$ cat src/hirs_pkg.sv
// Package with register map, field positions and limits for the host interrupt and rx status block
package hirs_pkg;
  // Register offsets
  localparam logic [7:0]  OFS_IRQ_ENABLE     = 8'h00;
  localparam logic [7:0]  OFS_EVENT_FLAGS    = 8'h02;
  localparam logic [7:0]  OFS_RX_STATUS      = 8'h04;
  localparam logic [7:0]  OFS_RX_CONTROL     = 8'h10;

  // Interrupt flag positions, shared by flag and enable registers
  localparam int          BIT_LINK_CHANGE    = 15;
  localparam int          BIT_TX_DONE        = 14;
  localparam int          BIT_RX_READY       = 13;
  localparam int          BIT_RX_OVERRUN     = 11;
  localparam int          BIT_TX_STOPPED     = 9;
  localparam int          BIT_RX_STOPPED     = 8;
  localparam int          BIT_RX_ERROR       = 7;
  localparam logic [15:0] FLAG_MASK          = 16'hEB80;
  localparam logic [15:0] FLAG_RESET         = 16'h0300;
  localparam logic [15:0] ENABLE_RESET       = 16'h0000;

  // Receive status word fields
  localparam int          RXS_VALID          = 15;
  localparam int          RXS_PORT_HI        = 9;
  localparam int          RXS_PORT_LO        = 8;
  localparam int          RXS_BROADCAST      = 7;
  localparam int          RXS_MULTICAST      = 6;
  localparam int          RXS_UNICAST        = 5;
  localparam int          RXS_ETHERTYPE      = 3;
  localparam int          RXS_OVERSIZE       = 2;
  localparam int          RXS_SHORT          = 1;
  localparam int          RXS_CRC_FAIL       = 0;
  localparam logic [1:0]  PORT_CODE_1        = 2'h1;
  localparam logic [1:0]  PORT_CODE_2        = 2'h2;

  // Receive control: pass-bad-frame position
  localparam int          RXC_PASS_BAD       = 9;
  localparam logic [15:0] RXC_MASK           = 16'h0200;
  localparam logic [15:0] RXC_RESET          = 16'h0000;

  // Frame limits in bytes, broadcast address and group address bit position
  localparam logic [15:0] ETHERTYPE_MIN_LEN  = 16'h05DC;
  localparam logic [10:0] OVERSIZE_LIMIT     = 11'h77C;
  localparam logic [47:0] BROADCAST_ADDR     = 48'hFFFF_FFFF_FFFF;
  localparam int          GROUP_ADDR_BIT     = 40;
endpackage

$ cat src/hirs_top.sv
// Host interrupt flags, enables and receive frame status mirror
//
// Overview of operation
// Interrupt output when any enabled flag set
// Flags sticky on read, write one clears
// Bit 15 set on each link change
// Bit 14 set: frame sent, queue ready
// Bit 13 set when received frame ready
// Bit 11 set on receive overrun
// Bit 9 set on tx stop, resets one
// Bit 8 set on rx stop, resets one
// Bit 7 set on errored received frame
// Rx status read-only, mirrors head frame status
// Bit 15 one only for valid head frame
// Bits 9-8 ingress port: 01 or 10
// Bit 7 marks broadcast destination
// Bit 6 marks multicast, broadcast included
// Bit 5 marks unicast destination
// Bit 3 marks type field above 1500
// Bit 2 marks length above 1916 bytes
// Bit 1 marks runt, passed only if allowed
// Bit 0 marks CRC error, pass-bad gates delivery
// Per-flag enable at same position, resets zero
// Reserved bits read zero, writes ignored
//
// Design decision made here: the plain strobed port.
`timescale 1ns/1ps

module hirs_top #(
  parameter int RX_DEPTH = 4
) (
  // Clock and reset
  input  wire logic        i_core_clk,
  input  wire logic        i_reset,
  // Register port
  input  wire logic [7:0]  i_reg_addr,
  input  wire logic [15:0] i_reg_wdata,
  input  wire logic        i_reg_wr,
  input  wire logic        i_reg_rd,
  output logic      [15:0] o_reg_rdata,
  // Event sources
  input  wire logic        i_link_up,
  input  wire logic        i_tx_frame_sent,
  input  wire logic        i_txq_ready,
  input  wire logic        i_tx_proc_run,
  input  wire logic        i_rx_proc_run,
  // Received frame descriptor from the mac
  input  wire logic        i_rx_frame_done,
  input  wire logic        i_rx_port_sel,
  input  wire logic [47:0] i_rx_dest_addr,
  input  wire logic [15:0] i_rx_type_len,
  input  wire logic [10:0] i_rx_length,
  input  wire logic        i_rx_runt,
  input  wire logic        i_rx_crc_err,
  // Receive queue head release from the queue manager
  input  wire logic        i_rx_release,
  // Outputs
  output logic             o_rx_accept,
  output logic             o_irq
);

  localparam int PW = $clog2(RX_DEPTH);

  // Pointer wrap relies on a power-of-two depth
  if (RX_DEPTH < 2 || (RX_DEPTH & (RX_DEPTH - 1)) != 0) begin : g_bad_depth
    $error("RX_DEPTH must be a power of two, at least 2");
  end

  logic [15:0]   flags_q;
  logic [15:0]   enable_q;
  logic [15:0]   rx_ctrl_q;
  logic [15:0]   ev_set;
  logic [15:0]   ev_clr;
  logic          link_q;
  logic          tx_run_q;
  logic          rx_run_q;
  logic          tx_pend_q;
  logic          tx_event;
  logic [15:0]   new_status;
  logic          rx_bad;
  logic          rx_keep;
  logic          rx_push;
  logic          rx_pop;
  logic          rx_full;
  logic          rx_empty;
  logic [PW:0]   count_q;
  logic [PW-1:0] wr_ptr_q;
  logic [PW-1:0] rd_ptr_q;
  logic [15:0]   status_mem [RX_DEPTH];
  logic [15:0]   head_status;

  // Receive status word built from the frame descriptor
  always_comb begin
    new_status = 16'h0000;
    new_status[hirs_pkg::RXS_PORT_HI:hirs_pkg::RXS_PORT_LO] =
      i_rx_port_sel ? hirs_pkg::PORT_CODE_2 : hirs_pkg::PORT_CODE_1;
    new_status[hirs_pkg::RXS_BROADCAST] = (i_rx_dest_addr == hirs_pkg::BROADCAST_ADDR);
    new_status[hirs_pkg::RXS_MULTICAST] = i_rx_dest_addr[hirs_pkg::GROUP_ADDR_BIT];
    new_status[hirs_pkg::RXS_UNICAST]   = ~i_rx_dest_addr[hirs_pkg::GROUP_ADDR_BIT];
    // Meaningless for runts, still reported as computed
    new_status[hirs_pkg::RXS_ETHERTYPE] = (i_rx_type_len > hirs_pkg::ETHERTYPE_MIN_LEN);
    new_status[hirs_pkg::RXS_OVERSIZE]  = (i_rx_length > hirs_pkg::OVERSIZE_LIMIT);
    new_status[hirs_pkg::RXS_SHORT]     = i_rx_runt;
    new_status[hirs_pkg::RXS_CRC_FAIL]  = i_rx_crc_err;
  end

  assign rx_bad   = new_status[hirs_pkg::RXS_OVERSIZE] | new_status[hirs_pkg::RXS_SHORT]
                  | new_status[hirs_pkg::RXS_CRC_FAIL];
  // Bad frames delivered only with pass-bad-frame set
  assign rx_keep  = ~rx_bad | rx_ctrl_q[hirs_pkg::RXC_PASS_BAD];
  assign rx_full  = (count_q == RX_DEPTH[PW:0]);
  assign rx_empty = (count_q == '0);
  assign rx_push  = i_rx_frame_done & rx_keep & ~rx_full;
  assign rx_pop   = i_rx_release & ~rx_empty;
  assign o_rx_accept = ~rx_full;

  // Status queue; one word per frame held in the receive queue
  always_ff @(posedge i_core_clk) begin
    if (rx_push) begin
      status_mem[wr_ptr_q] <= new_status;
    end
  end

  always_ff @(posedge i_core_clk) begin
    if (i_reset) begin
      wr_ptr_q <= '0;
      rd_ptr_q <= '0;
      count_q  <= '0;
    end else begin
      if (rx_push) begin
        wr_ptr_q <= wr_ptr_q + 1'b1;
      end
      if (rx_pop) begin
        rd_ptr_q <= rd_ptr_q + 1'b1;
      end
      if (rx_push && !rx_pop) begin
        count_q <= count_q + 1'b1;
      end else if (rx_pop && !rx_push) begin
        count_q <= count_q - 1'b1;
      end
    end
  end

  // Valid bit only while a completed frame sits at the head
  always_comb begin
    head_status = 16'h0000;
    if (!rx_empty) begin
      head_status = status_mem[rd_ptr_q];
      head_status[hirs_pkg::RXS_VALID] = 1'b1;
    end
  end

  // Edge history for level sources
  always_ff @(posedge i_core_clk) begin
    if (i_reset) begin
      link_q   <= 1'b0;
      tx_run_q <= 1'b0;
      rx_run_q <= 1'b0;
    end else begin
      link_q   <= i_link_up;
      tx_run_q <= i_tx_proc_run;
      rx_run_q <= i_rx_proc_run;
    end
  end

  // A sent frame is remembered until the queue can take more
  assign tx_event = (tx_pend_q | i_tx_frame_sent) & i_txq_ready;

  always_ff @(posedge i_core_clk) begin
    if (i_reset) begin
      tx_pend_q <= 1'b0;
    end else if (tx_event) begin
      tx_pend_q <= 1'b0;
    end else if (i_tx_frame_sent) begin
      tx_pend_q <= 1'b1;
    end
  end

  always_comb begin
    ev_set = 16'h0000;
    ev_set[hirs_pkg::BIT_LINK_CHANGE] = (link_q != i_link_up);
    ev_set[hirs_pkg::BIT_TX_DONE]     = tx_event;
    ev_set[hirs_pkg::BIT_RX_READY]    = rx_push;
    ev_set[hirs_pkg::BIT_RX_OVERRUN]  = i_rx_frame_done & rx_keep & rx_full;
    ev_set[hirs_pkg::BIT_TX_STOPPED]  = tx_run_q & ~i_tx_proc_run;
    ev_set[hirs_pkg::BIT_RX_STOPPED]  = rx_run_q & ~i_rx_proc_run;
    ev_set[hirs_pkg::BIT_RX_ERROR]    = i_rx_frame_done & rx_bad;
  end

  // Write one clears; a same-cycle event keeps the flag set
  assign ev_clr = (i_reg_wr && i_reg_addr == hirs_pkg::OFS_EVENT_FLAGS) ? i_reg_wdata : 16'h0000;

  always_ff @(posedge i_core_clk) begin
    if (i_reset) begin
      flags_q <= hirs_pkg::FLAG_RESET;
    end else begin
      flags_q <= ((flags_q & ~ev_clr) | ev_set) & hirs_pkg::FLAG_MASK;
    end
  end

  always_ff @(posedge i_core_clk) begin
    if (i_reset) begin
      enable_q <= hirs_pkg::ENABLE_RESET;
    end else if (i_reg_wr && i_reg_addr == hirs_pkg::OFS_IRQ_ENABLE) begin
      enable_q <= i_reg_wdata & hirs_pkg::FLAG_MASK;
    end
  end

  always_ff @(posedge i_core_clk) begin
    if (i_reset) begin
      rx_ctrl_q <= hirs_pkg::RXC_RESET;
    end else if (i_reg_wr && i_reg_addr == hirs_pkg::OFS_RX_CONTROL) begin
      rx_ctrl_q <= i_reg_wdata & hirs_pkg::RXC_MASK;
    end
  end

  assign o_irq = |(flags_q & enable_q);

  // Read data in the cycle after the strobe; unmapped reads zero
  always_ff @(posedge i_core_clk) begin
    if (i_reset) begin
      o_reg_rdata <= 16'h0000;
    end else if (i_reg_rd) begin
      case (i_reg_addr)
        hirs_pkg::OFS_IRQ_ENABLE:  o_reg_rdata <= enable_q;
        hirs_pkg::OFS_EVENT_FLAGS: o_reg_rdata <= flags_q;
        hirs_pkg::OFS_RX_STATUS:   o_reg_rdata <= head_status;
        hirs_pkg::OFS_RX_CONTROL:  o_reg_rdata <= rx_ctrl_q;
        default:                   o_reg_rdata <= 16'h0000;
      endcase
    end else begin
      o_reg_rdata <= 16'h0000;
    end
  end

endmodule

$ cat config.mk
export PLATFORM = sky130hd
export DESIGN_NAME = hirs_top
export DESIGN_NICKNAME = d
export VERILOG_FILES = /design/src/hirs_pkg.sv /design/src/hirs_top.sv
export SDC_FILE = /design/constraint.sdc
export NUM_CORES = 1
export LEC_CHECK = 0
export ABC_AREA = 1
export BUFFER_PORTS_ARGS = -buffer_cell sky130_fd_sc_hd__buf_2
export CAP_MARGIN = 20
export CORE_MARGIN = 5
export CORE_UTILIZATION = 49
export DETAILED_ROUTE_END_ITERATION = 16
export PLACE_DENSITY = 0.78
export SYNTH_ARGS = -nofsm -noshare
export SYNTH_HDL_FRONTEND = slang
export SYNTH_SLANG_ARGS = --single-unit
$ cat constraint.sdc
create_clock -name i_core_clk -period 2.4 [get_ports i_core_clk]
set_clock_uncertainty 0.05 [all_clocks]
set_input_delay 0 -clock i_core_clk [delete_from_list [all_inputs] [get_ports i_core_clk]]
set_output_delay 0 -clock i_core_clk [all_outputs]
set_load 0.02 [all_outputs]
==> reports/metrics.yaml <==
run_status:
  status: "finished, final reports clean"
clock_network:
  cts_root_buf: "clkbuf_8"
  hold_buffers: 27
  cts_max_path_buffers: 2
  cts_buffers: 9
  cts_tree: "built"
  clock_latency_ns: 0.35
  htreeDepth: 3
  cts-resized-gates: 0
  cts_setup_buffers: 0
  clkSlewWorstSetupHoldPaths_ns: 0.08
  cts_num_sinks: 77
synthesis:
  synth_area_sq_um: 3370
  synthTopCellsByCount: "nor2_1 (65), inv_1 (42), nand2_1 (42)"
  yosys_warnings: 0
  synth_top_family_by_area: "simple AND/OR/NAND/NOR gates"
  synth_ff_type: "dfxtp_1"
  yosys.cell_types.count: 39
  yosys.area_share.adder_pct: 2.45
  yosys.area.top_type_share_pct: 32.1
  syn_inst: 366
  synthXorXnorAreaFrac_pct: 0.260
  ys_ff_latch: 77
  synth.largest_area_cell: "edfxtp_1"
  muxShareOfSynthArea_pct: 0
  netlist_top_cells_area: "edfxtp_1 (32%), dfxtp_1 (24%), nor2_1 (7.2%)"
  async_flop_share_pct: 0
  yosysSeqAreaShare_pct: 56.5
  synth.most_common_cell: "nor2_1"
  synth-edff-count: 36
  synth_compound_area_share_pct: 11.5
  avgSynthCellArea_sq_um: 9.20
  yosys.area_share.simple_pct: 22.1
timing:
  setup_ws_ns: 0.162
  period_needed_ns: 2.24
  holdWs_ns: 0.0426
  finalMaxSlewViolations: 0
  rsz0062_at_grt: "false"
  relSlewSlack_pct: 65.0
  hold_viol_final: 0
  finalSetupTns_ns: 0
  period_share_pct: 93.2
  finalSetupViolCount: 0
  fmaxAchievable_mhz: 447
  tightest_slew_ns: 0.524
final_layout:
  stdcell_count: 604
  nets: 638
  drive_gt1_share_pct: 30.2
  fillers: 533
  diodes: 0
  area_growth_syn_to_layout_pct: 34.3
worst_hold_path:
  hold_path_end: "status_mem[2][2]"
  hold_class: "in2reg"
  hp-start: "i_rx_length[7]"
  min_path_cells: 5
critical_path:
  path_cells: "dlygate4sd3_1 -> buf_2 -> nor2_1 -> nand2_1 -> nand2_1 -> nand3_4 -> inv_1 -> ha_1 -> inv_1 -> fa_1 -> a21oi_1 -> o21ai_0 -> o21ai_0 -> a21oi_1"
  max_stage_delay_ns: 0.55
  r2r_cells: 11
  r2r_start: "count_q[0]"
  crit_arrival_ns: 2.43
  rrSetupSlack_ns: 0.24
  cp-end-kind: "register"
  crit_type: "in2reg"
  start_kind: "input port"
  crit_fanout: 8
  timing.rr.end: "count_q[2]"
  required_ns: 2.59
  slowest_stage: "dlygate4sd3_1"
global_routing:
  use_met3_pct: 5.20
  grt_pass1_wl_um: 14400
  grt_pass1_vias: 3216
  grt_usage_pct: 21.2
  grt_busiest_layer: "met2"
  overflow: 0
  use_met1_pct: 25.0
  antenna_found_initial: 0
  grt.met2_usage_pct: 36.7
  grt_max_degree: 20
floorplan:
  coreArea_sq_um: 6760
  dieHeight_um: 92.9
  num_rows: 30
  die_area_sq_um: 8630
  initial_core_util_pct: 49.8
  die_w_um: 92.9
  ios: 131
pwr:
  p_leak_nw: 2.05
  peakVddDrop_uv: 318
  power_density_nw_per_um2: 680
detailed_routing:
  drt_first_pass_iters: 7
  postRouteAntennaNets: 0
  drt-wirelength-per-cell_um: 14.6
  drc: 0
  viasPerCell: 5.13
  vias: 3098
  wl_um: 8800
  drt-initial-drc-count: 207
place:
  io_buffers: 118
  pre_cts_ws_ns: 0.266
  place_congestion: 0.856
  hpwl_um: 6340
  placed_cells: 561
run:
  drv_cap: 0
[kinds of logic (layout without fill, tap and decap cells)]
| group | Yosys count | count (layout) |
|---|---|---|
| AOI/OAI and AO/OA | 69 | 69 |
| xor gates and xnor gates | 1 | 1 |
| adders and majority gates | 6 | 6 |
| buffers and inverters | 57 | 213 |
| DFF | 77 | 77 |
| other | 1 | 3 |
| and+or+nand+nor | 155 | 155 |
[worst max-delay path by stage]
stage,start,endpoint,cells past startpoint
2_1_floorplan,count_q[0],count_q[2],11
3_3_place_gp,i_rx_length[1],count_q[2],17
3_5_place_dp,i_rx_length[1],count_q[2],17
4_1_cts,i_rx_runt,count_q[2],14
5_1_grt,i_rx_runt,count_q[2],14
6_report,i_rx_runt,count_q[2],14
[worst max-delay path, delay by kind of cell]
family                   cells  cell delay, ns
buffers and inverters        4            0.87
AND/OR/NAND/NOR              4            0.56
adder cells (fa/ha/maj)      2            0.52
AO/OA/AOI/OAI                4            0.47
[metrics by stage]
stage | util (%) | power (mW) | cell area, sq um
finish | 66.9 | 3.08 | 4520
detailed placement | 59.8 | 2.06 | 4040
CTS | 66.9 | 3.08 | 4520
global placement | 59.8 | 2.03 | 4040
global route | 66.9 | 3.23 | 4520
floorplan | - | 1.85 | 3370
[sequential cells by signal, summed over array words and instances (netlist names), 2 cells and up, named ones only]
signal / cells
status_mem: 36
o_reg_rdata: 13
enable_q: 7
flags_q: 7
count_q: 3
rd_ptr_q: 2
wr_ptr_q: 2
[layout make-up]
| type | count | area, sq um | share of cell area (%) |
|---|---|---|---|
| well taps | 80 | 100 | 2.21 |
| clock inverters | 2 | 11.3 | 0.249 |
| inverters | 47 | 179 | 3.96 |
| flip-flops and latches | 77 | 1900 | 42.1 |
| repair buffers | 150 | 898 | 19.9 |
| clock buffers | 14 | 198 | 4.37 |
| multi-input cells | 234 | 1230 | 27.3 |
[power by group]
part	leakage [nW]	internal (mW)	switching, mW	total (mW)
clock	0.112	0.535	0.463	0.997
sequential	0.668	1.44	0.0545	1.49
combinational	1.27	0.234	0.354	0.587
[layout by cell type (no fill, tap or decap), drive strengths merged]
cell	n
buf	123
nor2	69
inv	48
nand2	45
dfxtp	41
edfxtp	36
o21ai	31
dlygate4sd3	27
a21oi	26
nand4	16
nand3	15
clkbuf	14
o22ai	5
ha	5
nor3	4
nor4	3
and3	3
conb	3
a221oi	1
o2111ai	1
o31ai	1
a32o	1
o211ai	1
a31oi	1
a22oi	1
xnor2	1
fa	1
clkinv	1
[routing by layer]
layer  vias to the layer above  part of all wire (%)
li1                       1537                     -
met1                      1439                    41
met2                       108                    52
met3                        14                   5.7
met4                         0                   1.7
met5                         -                     0
(Power assumes the default switching activity.)
